--- src/verilog/twras_map.vh ---
`ifndef TWRAS_MAP_VH
`define TWRAS_MAP_VH

// default and alternate 8-bit address bytes (write form, bit 0 clear)
`define TWRAS_DEV_ADDR_DEF 8'h20
`define TWRAS_DEV_ADDR_ALT 8'h30

// field positions inside the address/direction byte
`define TWRAS_DEV_MSB 7
`define TWRAS_DEV_LSB 1
`define TWRAS_DIR_BIT 0
`define TWRAS_DIR_READ 1'b1

// byte and acknowledge slot counting
`define TWRAS_CNT_W 4
`define TWRAS_CNT_ZERO 4'h0
`define TWRAS_CNT_ONE 4'h1
`define TWRAS_CNT_ACK 4'h8
`define TWRAS_CNT_DONE 4'h9
`define TWRAS_BYTE_MSB 7
`define TWRAS_BIT_NEXT 6

// internal register address
`define TWRAS_ADDR_W 16
`define TWRAS_ADDR_RST 16'h0000
`define TWRAS_ADDR_INC 16'h0001
`define TWRAS_BYTE_RST 8'h00

// synchroniser lanes
`define TWRAS_SYNC_W 4
`define TWRAS_LN_SCL 0
`define TWRAS_LN_SDA 1
`define TWRAS_LN_SEL 2
`define TWRAS_LN_SEN 3

`endif

--- src/verilog/twras_sync.v ---
`timescale 1ns/1ps
`default_nettype none

// two-flop synchroniser, one lane per asynchronous pin
module twras_sync #(
	parameter WIDTH = 4
) (
	// clock and reset
	input wire clk,
	input wire rst_b,
	// raw pins and their synchronised copies
	input wire [WIDTH-1:0] async_in,
	output wire [WIDTH-1:0] sync_out
);

	genvar i;

	generate
		for (i = 0; i < WIDTH; i = i + 1) begin : g_lane
			reg meta_r; // first stage, read only by second stage
			reg sync_r; // second stage, safe to use

			// lines idle high, so reset to high avoids a false start
			always @(posedge clk or negedge rst_b) begin
				if (!rst_b) begin
					meta_r <= 1'b1;
					sync_r <= 1'b1;
				end else begin
					meta_r <= async_in[i];
					sync_r <= meta_r;
				end
			end

			assign sync_out[i] = sync_r;
		end
	endgenerate

endmodule // twras_sync

`default_nettype wire

--- src/verilog/twras_slave.v ---
// What this block does
// - load address from dummy write, advance per read
// - bare read uses current internal address
// - keep sending bytes while host acknowledges
// - store data byte at addressed register
// - sequential write bytes go to next addresses
// - byte bits 7..1 address, bit 0 direction
// - answer 0x20/0x21, or 0x30/0x31 when selected
// - increment internal address after every data byte read or written
// - serial clock is input only, never driven
`timescale 1ns/1ps
`default_nettype none
`include "twras_map.vh"

module twras_slave (
	// clock and reset
	input wire clk,
	input wire rst_b,
	// two-wire bus pins, clock is input only
	input wire serial_clock_in,
	input wire serial_data_line_in,
	output reg serial_data_line_out,
	output reg serial_data_line_oe,
	// alternate address selection pins
	input wire address_select_input,
	input wire address_select_enable,
	// register file side
	output reg [15:0] reg_addr_r,
	output reg reg_wr_en_r,
	output reg [7:0] reg_wr_data_r,
	output reg reg_rd_en_r,
	input wire [7:0] reg_rd_data
);

	// one-hot states
	localparam [5:0] ST_IDLE = 6'h01; // ignoring the bus
	localparam [5:0] ST_DEV = 6'h02; // receiving address/direction byte
	localparam [5:0] ST_AHI = 6'h04; // receiving high register address
	localparam [5:0] ST_ALO = 6'h08; // receiving low register address
	localparam [5:0] ST_WDAT = 6'h10; // receiving write data
	localparam [5:0] ST_RDAT = 6'h20; // sending read data

	wire [3:0] pins_s; // synchronised pins
	reg scl_d_r; // previous synchronised clock
	reg sda_d_r; // previous synchronised data
	reg [5:0] state_r; // current state
	reg [5:0] pend_r; // state taken at end of ack slot
	reg [3:0] cnt_r; // rising edges seen in this byte
	reg [7:0] rx_r; // receive shift register
	reg [7:0] tx_r; // transmit shift register
	reg [7:0] ahi_r; // high address byte held until low arrives
	reg [15:0] addr_nxt; // next internal address
	reg [7:0] dev_addr; // address this device answers to

	wire scl_s = pins_s[`TWRAS_LN_SCL];
	wire sda_s = pins_s[`TWRAS_LN_SDA];
	wire sel_s = pins_s[`TWRAS_LN_SEL];
	wire sen_s = pins_s[`TWRAS_LN_SEN];

	// bus events, all on synchronised copies
	wire scl_rise = scl_s & ~scl_d_r;
	wire scl_fall = ~scl_s & scl_d_r;
	wire start_ev = scl_s & scl_d_r & sda_d_r & ~sda_s;
	wire stop_ev = scl_s & scl_d_r & ~sda_d_r & sda_s;
	wire dev_hit = (rx_r[`TWRAS_DEV_MSB:`TWRAS_DEV_LSB] ==
		dev_addr[`TWRAS_DEV_MSB:`TWRAS_DEV_LSB]);
	wire dir_rd = (rx_r[`TWRAS_DIR_BIT] == `TWRAS_DIR_READ);

	// pins come from outside the clock domain
	twras_sync #(
		.WIDTH(`TWRAS_SYNC_W)
	) u_sync (
		.clk(clk),
		.rst_b(rst_b),
		.async_in({address_select_enable, address_select_input,
			serial_data_line_in, serial_clock_in}),
		.sync_out(pins_s)
	);

	// address selection, alternate only when enabled and asserted
	always @* begin
		if (sen_s & sel_s) begin
			dev_addr = `TWRAS_DEV_ADDR_ALT;
		end else begin
			dev_addr = `TWRAS_DEV_ADDR_DEF;
		end
	end

	// internal address step, wraps at the top
	always @* begin
		addr_nxt = reg_addr_r + `TWRAS_ADDR_INC;
	end

	// edge history for event detection
	always @(posedge clk or negedge rst_b) begin
		if (!rst_b) begin
			scl_d_r <= 1'b1;
			sda_d_r <= 1'b1;
		end else begin
			scl_d_r <= scl_s;
			sda_d_r <= sda_s;
		end
	end

	// the protocol engine
	// no clock output exists at all, so clock stretching cannot happen
	always @(posedge clk or negedge rst_b) begin
		if (!rst_b) begin
			state_r <= ST_IDLE;
			pend_r <= ST_IDLE;
			cnt_r <= `TWRAS_CNT_ZERO;
			rx_r <= `TWRAS_BYTE_RST;
			tx_r <= `TWRAS_BYTE_RST;
			ahi_r <= `TWRAS_BYTE_RST;
			reg_addr_r <= `TWRAS_ADDR_RST;
			reg_wr_en_r <= 1'b0;
			reg_wr_data_r <= `TWRAS_BYTE_RST;
			reg_rd_en_r <= 1'b0;
			serial_data_line_out <= 1'b0;
			serial_data_line_oe <= 1'b0;
		end else begin
			// strobes last one cycle
			reg_wr_en_r <= 1'b0;
			reg_rd_en_r <= 1'b0;
			// open drain: the driven level is always low
			serial_data_line_out <= 1'b0;
			if (start_ev | stop_ev) begin
				// drop any partial byte and release the line
				cnt_r <= `TWRAS_CNT_ZERO;
				serial_data_line_oe <= 1'b0;
				if (start_ev) begin
					state_r <= ST_DEV;
					pend_r <= ST_DEV;
				end else begin
					state_r <= ST_IDLE;
					pend_r <= ST_IDLE;
				end
			end else if (scl_rise && (state_r != ST_IDLE)) begin
				if (cnt_r < `TWRAS_CNT_ACK) begin
					// msb first, sampled while clock high
					rx_r <= {rx_r[`TWRAS_BIT_NEXT:0], sda_s};
				end else if (cnt_r == `TWRAS_CNT_ACK && state_r == ST_RDAT) begin
					// host nack ends the read, ack asks for more
					if (sda_s) begin
						pend_r <= ST_IDLE;
					end else begin
						pend_r <= ST_RDAT;
					end
				end
				if (cnt_r != `TWRAS_CNT_DONE) begin
					cnt_r <= cnt_r + `TWRAS_CNT_ONE;
				end
			end else if (scl_fall && (state_r != ST_IDLE)) begin
				if (cnt_r == `TWRAS_CNT_ACK) begin
					// a whole byte has passed; decide the ack slot
					case (state_r)
						ST_DEV: begin
							if (dev_hit) begin
								serial_data_line_oe <= 1'b1;
								// read goes straight to data: current location
								pend_r <= dir_rd ? ST_RDAT : ST_AHI;
							end else begin
								pend_r <= ST_IDLE;
							end
						end
						ST_AHI: begin
							ahi_r <= rx_r;
							serial_data_line_oe <= 1'b1;
							pend_r <= ST_ALO;
						end
						ST_ALO: begin
							// dummy write or write header sets the address
							reg_addr_r <= {ahi_r, rx_r};
							serial_data_line_oe <= 1'b1;
							pend_r <= ST_WDAT;
						end
						ST_WDAT: begin
							reg_wr_en_r <= 1'b1;
							reg_wr_data_r <= rx_r;
							serial_data_line_oe <= 1'b1;
							pend_r <= ST_WDAT;
						end
						ST_RDAT: begin
							// byte delivered: release for host ack, step address
							serial_data_line_oe <= 1'b0;
							reg_addr_r <= addr_nxt;
						end
						default: begin
							pend_r <= ST_IDLE;
						end
					endcase
				end else if (cnt_r == `TWRAS_CNT_DONE) begin
					// ack slot over: next byte begins
					cnt_r <= `TWRAS_CNT_ZERO;
					state_r <= pend_r;
					if (state_r == ST_WDAT) begin
						// step only once the strobe has used the old address
						reg_addr_r <= addr_nxt;
					end
					if (pend_r == ST_RDAT) begin
						// fetch the byte at the internal address, drive its msb
						tx_r <= reg_rd_data;
						reg_rd_en_r <= 1'b1;
						serial_data_line_oe <= ~reg_rd_data[`TWRAS_BYTE_MSB];
					end else begin
						serial_data_line_oe <= 1'b0;
					end
				end else if (state_r == ST_RDAT) begin
					// shift out the next bit while clock low
					tx_r <= {tx_r[`TWRAS_BIT_NEXT:0], 1'b0};
					serial_data_line_oe <= ~tx_r[`TWRAS_BIT_NEXT];
				end
			end
		end
	end

endmodule // twras_slave

`default_nettype wire

--- config.mk ---
export PLATFORM = sky130hd
export DESIGN_NAME = twras_slave
export DESIGN_NICKNAME = d
export VERILOG_FILES = /design/src/verilog/twras_sync.v /design/src/verilog/twras_slave.v
export VERILOG_INCLUDE_DIRS = /design/src /design/src/verilog
export SDC_FILE = /design/constraint.sdc
export NUM_CORES = 1
export LEC_CHECK = 0
export BUFFER_PORTS_ARGS = -buffer_cell sky130_fd_sc_hd__buf_2
export CORE_ASPECT_RATIO = 0.5
export CORE_MARGIN = 2
export CORE_UTILIZATION = 58
export DETAILED_ROUTE_END_ITERATION = 10
export HOLD_SLACK_MARGIN = 0.08
export PLACE_DENSITY = 0.79
export SKIP_LAST_GASP = 1
export SYNTH_ARGS = -nofsm -noshare
export SYNTH_HDL_FRONTEND = slang
export SYNTH_SLANG_ARGS = --single-unit
--- constraint.sdc ---
create_clock -name clk -period 2.8 [get_ports clk]
set_input_delay 0.14 -clock clk [delete_from_list [all_inputs] [get_ports clk]]
set_output_delay 0.14 -clock clk [all_outputs]
set_load 0.01 [all_outputs]
# After elaboration in Yosys (flattened, before gate mapping)
# Index checks and enable logic that the tools add are counted.
# totals
input_bits	14
out_inout_bits	28
regBits	76
# classes
n_reduce_logical	23
eq_ne	22
n_lt_le_gt_ge	1
bitwise_logic	18
n_addsub	2
n_mux	50
# op_table
operator	n
6-bit 2-to-1 mux	14
16-bit 2-to-1 mux	3
16-bit case mux with 2 select lines	1
4-bit 2-to-1 mux	6
6-bit case mux with 4 select lines	1
7-bit 2-to-1 mux	3
5-bit AND reduction	4
1-bit 2-to-1 mux	19
16-bit by 1-bit adder with 16-bit output (second input constant)	1
6-bit == test (second input constant)	2
6-bit AND reduction	2
2-bit nonzero test	5
3-bit != test (second input constant)	3
1-bit inverter	9
3-bit nonzero test	3
1-bit bitwise AND	8
4-bit == test (second input constant)	2
4-bit != test (second input constant)	2
4-bit AND reduction	2
7-bit == test	1
6-bit by 2-bit == test with 1-bit output (second input constant)	1
6-bit by 3-bit == test with 1-bit output (second input constant)	1
6-bit by 4-bit == test with 1-bit output (second input constant)	1
6-bit by 5-bit == test with 1-bit output (second input constant)	1
17 further kinds	21

# Logic depth before layout (Yosys ltp)
# logic_depth
depth_word	9
mapped_depth	9
ltp_nobuf	7

# By module
# From an unflattened synthesis, not the netlist that was laid out.
# hier_totals
hier_cells	376
hier_area_um2	3887.5
# modules_own_cells
mod	cells_per_inst	seq_area_each_um2	instances	area_each_um2
twras_slave	364	1706.6	1	3647.2
twras_sync	12	210.2	1	240.2

# Worst setup path after synthesis
# OpenSTA, ideal clock, no wires.
# synth_timing
path_kind	reg-to-reg
from	register cnt_r[0]
to	register reg_addr_r[0]
path_stages_with_launch	9
arrival_ns	1.960
t_required_ns	2.671
period_less_slack_ns	2.088
path_slack_ns	0.712
cell_sequence	dfrtp_1 > inv_1 > ha_1 > nand3b_2 > or4_4 > a21o_1 > buf_6 > a21oi_1 > mux2i_1
# synth_via
elab_chain_cells	3
# synth_rtl
item	line	rtl
start: declaration	twras_slave.v:48	reg [3:0] cnt_r;
start signal: assignment	twras_slave.v:111	cnt_r <= `TWRAS_CNT_ZERO;
start signal: assignment	twras_slave.v:129	cnt_r <= `TWRAS_CNT_ZERO;
start signal: assignment	twras_slave.v:151	cnt_r <= cnt_r + `TWRAS_CNT_ONE;
4-bit == test (no source line)	n/a	
3-bit by 1-bit != test with 1-bit output (no source line) / 2-bit nonzero test (equally long branches)	n/a	
6-bit AND reduction (no source line)	n/a	
end signal: assignment	twras_slave.v:115	reg_addr_r <= `TWRAS_ADDR_RST;
end signal: assignment	twras_slave.v:173	reg_addr_r <= {ahi_r, rx_r};
end signal: assignment	twras_slave.v:186	reg_addr_r <= addr_nxt;
end: declaration	twras_slave.v:28	output reg [15:0] reg_addr_r,
# Parallel ways exist; a longest one is shown, timed or not.
# A chain may end at the register's enable or synchronous reset.

# Worst setup path after layout
# layout_timing
from	register state_r[4]
to	register reg_wr_data_r[3]
# layout_via
elab_chain_cells	4
# layout_rtl
item	line	rtl
start: declaration	twras_slave.v:46	reg [5:0] state_r;
start signal: assignment	twras_slave.v:195	state_r <= pend_r;
6-bit by 1-bit != test with 1-bit output	twras_slave.v:138, twras_slave.v:153	
1-bit logical AND	twras_slave.v:138	end else if (scl_rise && (state_r != ST_IDLE)) begin
1-bit inverter (no source line)	n/a	
5-bit AND reduction (no source line) (*)	n/a	
end signal: assignment	twras_slave.v:117	reg_wr_data_r <= `TWRAS_BYTE_RST;
end signal: assignment	twras_slave.v:179	reg_wr_data_r <= rx_r;
end: declaration	twras_slave.v:30	output reg [7:0] reg_wr_data_r,
# Every way passes the cells marked *; elsewhere a longest branch is shown, timed or not.

==> reports/metrics.yaml <==
synthesis:
  synth_nets: 389
  syn_area_sq_um: 3836
  syn_inst: 371
  synthFlopType: "dfrtp_1"
  ys_async_sr_fraction: 1.000
  synth_cell_types: 63
  synth-edff-count: 0
  synth_seq_cells: 76
  yosys_warnings: 0
  syn_avg_cell_area_sq_um: 10.34
  seq_area_frac_synth: 0.4997
global_routing:
  grt_start_max_net_pins: 41
  track_usage: 0.2511
  grt_remaining_overflow: 0
  grt_pass1_vias: 2792
  grt_antenna_before_repair: 0
  grt_first_pass_wirelength_mm: 13.91
final_layout:
  nets: 434
  n_antenna_cell: 0
  drive_above_1_share: 0.2827
  area_growth_pct: 17.09
  stdcell_count: 509
  design_area_sq_um: 4492
clocking:
  cts_buffer_depth: 2
  root_buffer: "clkbuf_16"
  cts_resized: 0
  htreeDepth: 3
  numCtsBuffers: 9
  post_cts_buffers: 0
  clock-sinks: 76
  cts_tree: "done"
  clk_latency_ns: 0.34
  postCtsHoldBufs: 10
  clk_pin_slew_worst_paths_ns: 0.06
place:
  port-buffer-count: 40
  place_hpwl_mm: 6.010
  gp_congestion: 0.9090
  dp_cells: 483
  place_area_sq_um: 4069
sta:
  hold_violations: 0
  period_share: 0.8671
  period_needed_ns: 2.428
  final_max_slew_viol_count: 0
  max_slew_margin: 0.4228
  fmax_ghz: 0.4119
  skew_ns: 0.007370
  worstMarginPinSlew_ns: 0.8657
  rsz0062_at_grt: "false"
  setup_tns_ns: 0
  finalSetupViolCount: 0
detailed_routing:
  routed-via-count: 3098
  routed_wl_mm: 8.757
  viasPerCell: 6.086
  drc: 0
  ant_nets: 0
  wl_per_cell_um: 17.20
  drtIter0Drc: 362
  dr.pass1.iters: 5
critical_path:
  worstPathArrival_ns: 2.65
  crit_type: "reg2reg"
  slowest_stage: "a311o_1"
  slowest_delay_ns: 0.57
  startpoint_type: "flop"
  critical_path_required_ns: 3.02
  path_cells: "nor2_1 > a311o_1 > or3_1 > mux2_4"
  critPathCaptureType: "flop"
  cp_max_fo: 10
die:
  die_w_um: 119.0
  io_pins: 42
  start_util: 0.6157
  fp.coreArea_sq_um: 6231
  die_h_um: 61.51
  rows: 20
  dieArea_sq_um: 7320
pwr:
  power.total_uw: 2840
  leakage_uw: 0.002112
  ir_drop_v: 0.0005930
  pwr_density_cell_nw_per_um2: 632.3
hold_path:
  min_path_type: "in2reg"
flow_run:
  drv_cap: 0
run_status:
  status: "complete, no violations"
==> path summary, 6_finish.rpt <==
path                                                    from                                 to  slack (ns)  cells past startpoint
max                                   state_r[4]$_DFFE_PN0P_       reg_wr_data_r[3]$_DFFE_PN0P_        0.37                      4
min                                           reg_rd_data[5]                tx_r[5]$_DFFE_PN0P_        0.11                      3
max reg2reg                           state_r[4]$_DFFE_PN0P_       reg_wr_data_r[3]$_DFFE_PN0P_        0.37                      4
min reg2reg                u_sync.g_lane[2].meta_r$_DFF_PN1_  u_sync.g_lane[2].sync_r$_DFF_PN1_        0.36                      0
max in group asynchronous                              rst_b         reg_addr_r[13]$_DFFE_PN0P_        1.57                      3
min in group asynchronous                              rst_b              reg_wr_en_r$_DFF_PN0_        0.44                      2
==> synth_stat cells (3+ instances only) <==
library cell | count | area [sq um]
dfrtp_1 | 64 | 1602
nand2_1 | 40 | 150.1
a21oi_1 | 32 | 160.2
nor2_1 | 20 | 75.07
nand3_1 | 17 | 85.08
mux2_2 | 16 | 180.2
o21ai_0 | 15 | 75.07
dfstp_2 | 12 | 315.3
clkbuf_1 | 9 | 33.78
inv_1 | 9 | 33.78
a31oi_1 | 8 | 50.05
mux2_4 | 8 | 120.1
buf_2 | 7 | 35.03
nand4_1 | 7 | 43.79
a21o_1 | 6 | 45.04
nor2b_1 | 6 | 37.54
nor3_1 | 6 | 30.03
o21ai_1 | 6 | 30.03
o22ai_1 | 6 | 37.54
buf_6 | 4 | 45.04
ha_1 | 4 | 50.05
a21oi_2 | 3 | 26.28
a2bb2oi_2 | 3 | 45.04
a31o_2 | 3 | 26.28
and3_1 | 3 | 18.77
buf_4 | 3 | 22.52
mux2_1 | 3 | 33.78
nor4_1 | 3 | 18.77
or3_1 | 3 | 18.77
==> report_power, final <==
group / switching, uW / internal [uW] / leakage [uW]
clock network: 459 / 784 / 0.000152
logic: 138 / 133 / 0.000998
registers: 131 / 1190 / 0.000961
==> registers in the layout (all words and copies together), names as in the netlist <==
| register | cells |
|---|---|
| ahi_r | 8 |
| cnt_r | 4 |
| pend_r | 6 |
| reg_addr_r | 16 |
| reg_rd_en_r | 1 |
| reg_wr_data_r | 8 |
| reg_wr_en_r | 1 |
| rx_r | 8 |
| scl_d_r | 1 |
| sda_d_r | 1 |
| serial_data_line_oe | 1 |
| state_r | 6 |
| tx_r | 7 |
| u_sync.g_lane.meta_r | 4 |
| u_sync.g_lane.sync_r | 4 |
==> final cells by class <==
type | count | area [sq um]
fillers | 425 | 1739
clock buffers | 9 | 225.2
inverters | 9 | 33.78
clock inverters | 7 | 97.59
repair buffers | 59 | 367.9
flip-flops and latches | 76 | 1917
well taps | 88 | 110.1
multi-input cells | 261 | 1740
==> worst max-delay path: cells and delay by family, from the launching register on <==
kind | cells | cell delay [ns]
simple gates | 2 | 0.93
mux | 1 | 0.34
flops | 1 | 0.46
compound gates | 1 | 0.57
==> cell families after synthesis <==
logic type	after synthesis	share of synthesized area
adder cells (fa/ha/maj)	4	0.01305
flip-flops	76	0.4997
buffers and inverters	34	0.04663
other	1	0.0009775
AO/OA/AOI/OAI	99	0.1683
AND/OR/NAND/NOR	124	0.1699
XOR/XNOR	4	0.009134
multiplexers	29	0.09230
==> layer usage <==
layer,routed length (um),vias to the layer above,GRT usage
li1,-,1433,-
met1,4038,1529,0.3395
met2,4029,119,0.3933
met3,563,17,0.08241
met4,126,0,0.08163
met5,0,-,0
==> per-stage QoR <==
| step | hold WS, ns | worst slack [ns] | utilization |
|---|---|---|---|
| after floorplan | -0.1556 | 0.7116 | - |
| after global placement | 0.2446 | 0.4647 | 0.6530 |
| after detailed placement | 0.2475 | 0.4061 | 0.6530 |
| after CTS | 0.08954 | 0.3881 | 0.7209 |
| after global routing | 0.09777 | 0.2004 | 0.7209 |
| final | 0.1053 | 0.3721 | 0.7209 |
==> cell usage in the layout (no fill, tap or decap), types with 3 or more instances in the layout <==
cell type | synthesis | final
a31oi_1 | 8 | 8
a21oi_2 | 3 | 3
buf_2 | 7 | 40
and3_1 | 3 | 3
nor2_1 | 20 | 20
nand4_1 | 7 | 7
dfstp_2 | 12 | 12
a21oi_1 | 32 | 32
inv_1 | 9 | 9
clkbuf_16 | 0 | 9
mux2_4 | 8 | 8
a31o_2 | 3 | 3
o21ai_1 | 6 | 6
nor4_1 | 3 | 3
nand3_1 | 17 | 17
mux2_1 | 3 | 3
nand2_1 | 40 | 40
o22ai_1 | 6 | 6
nor3_1 | 6 | 6
ha_1 | 4 | 4
nor2b_1 | 6 | 6
dfrtp_1 | 64 | 64
a2bb2oi_2 | 3 | 3
o21ai_0 | 15 | 15
mux2_2 | 16 | 16
buf_4 | 3 | 9
a21o_1 | 6 | 6
dlygate4sd3_1 | 0 | 10
or3_1 | 3 | 3
No activity file was read; power rests on OpenSTA's default activity.
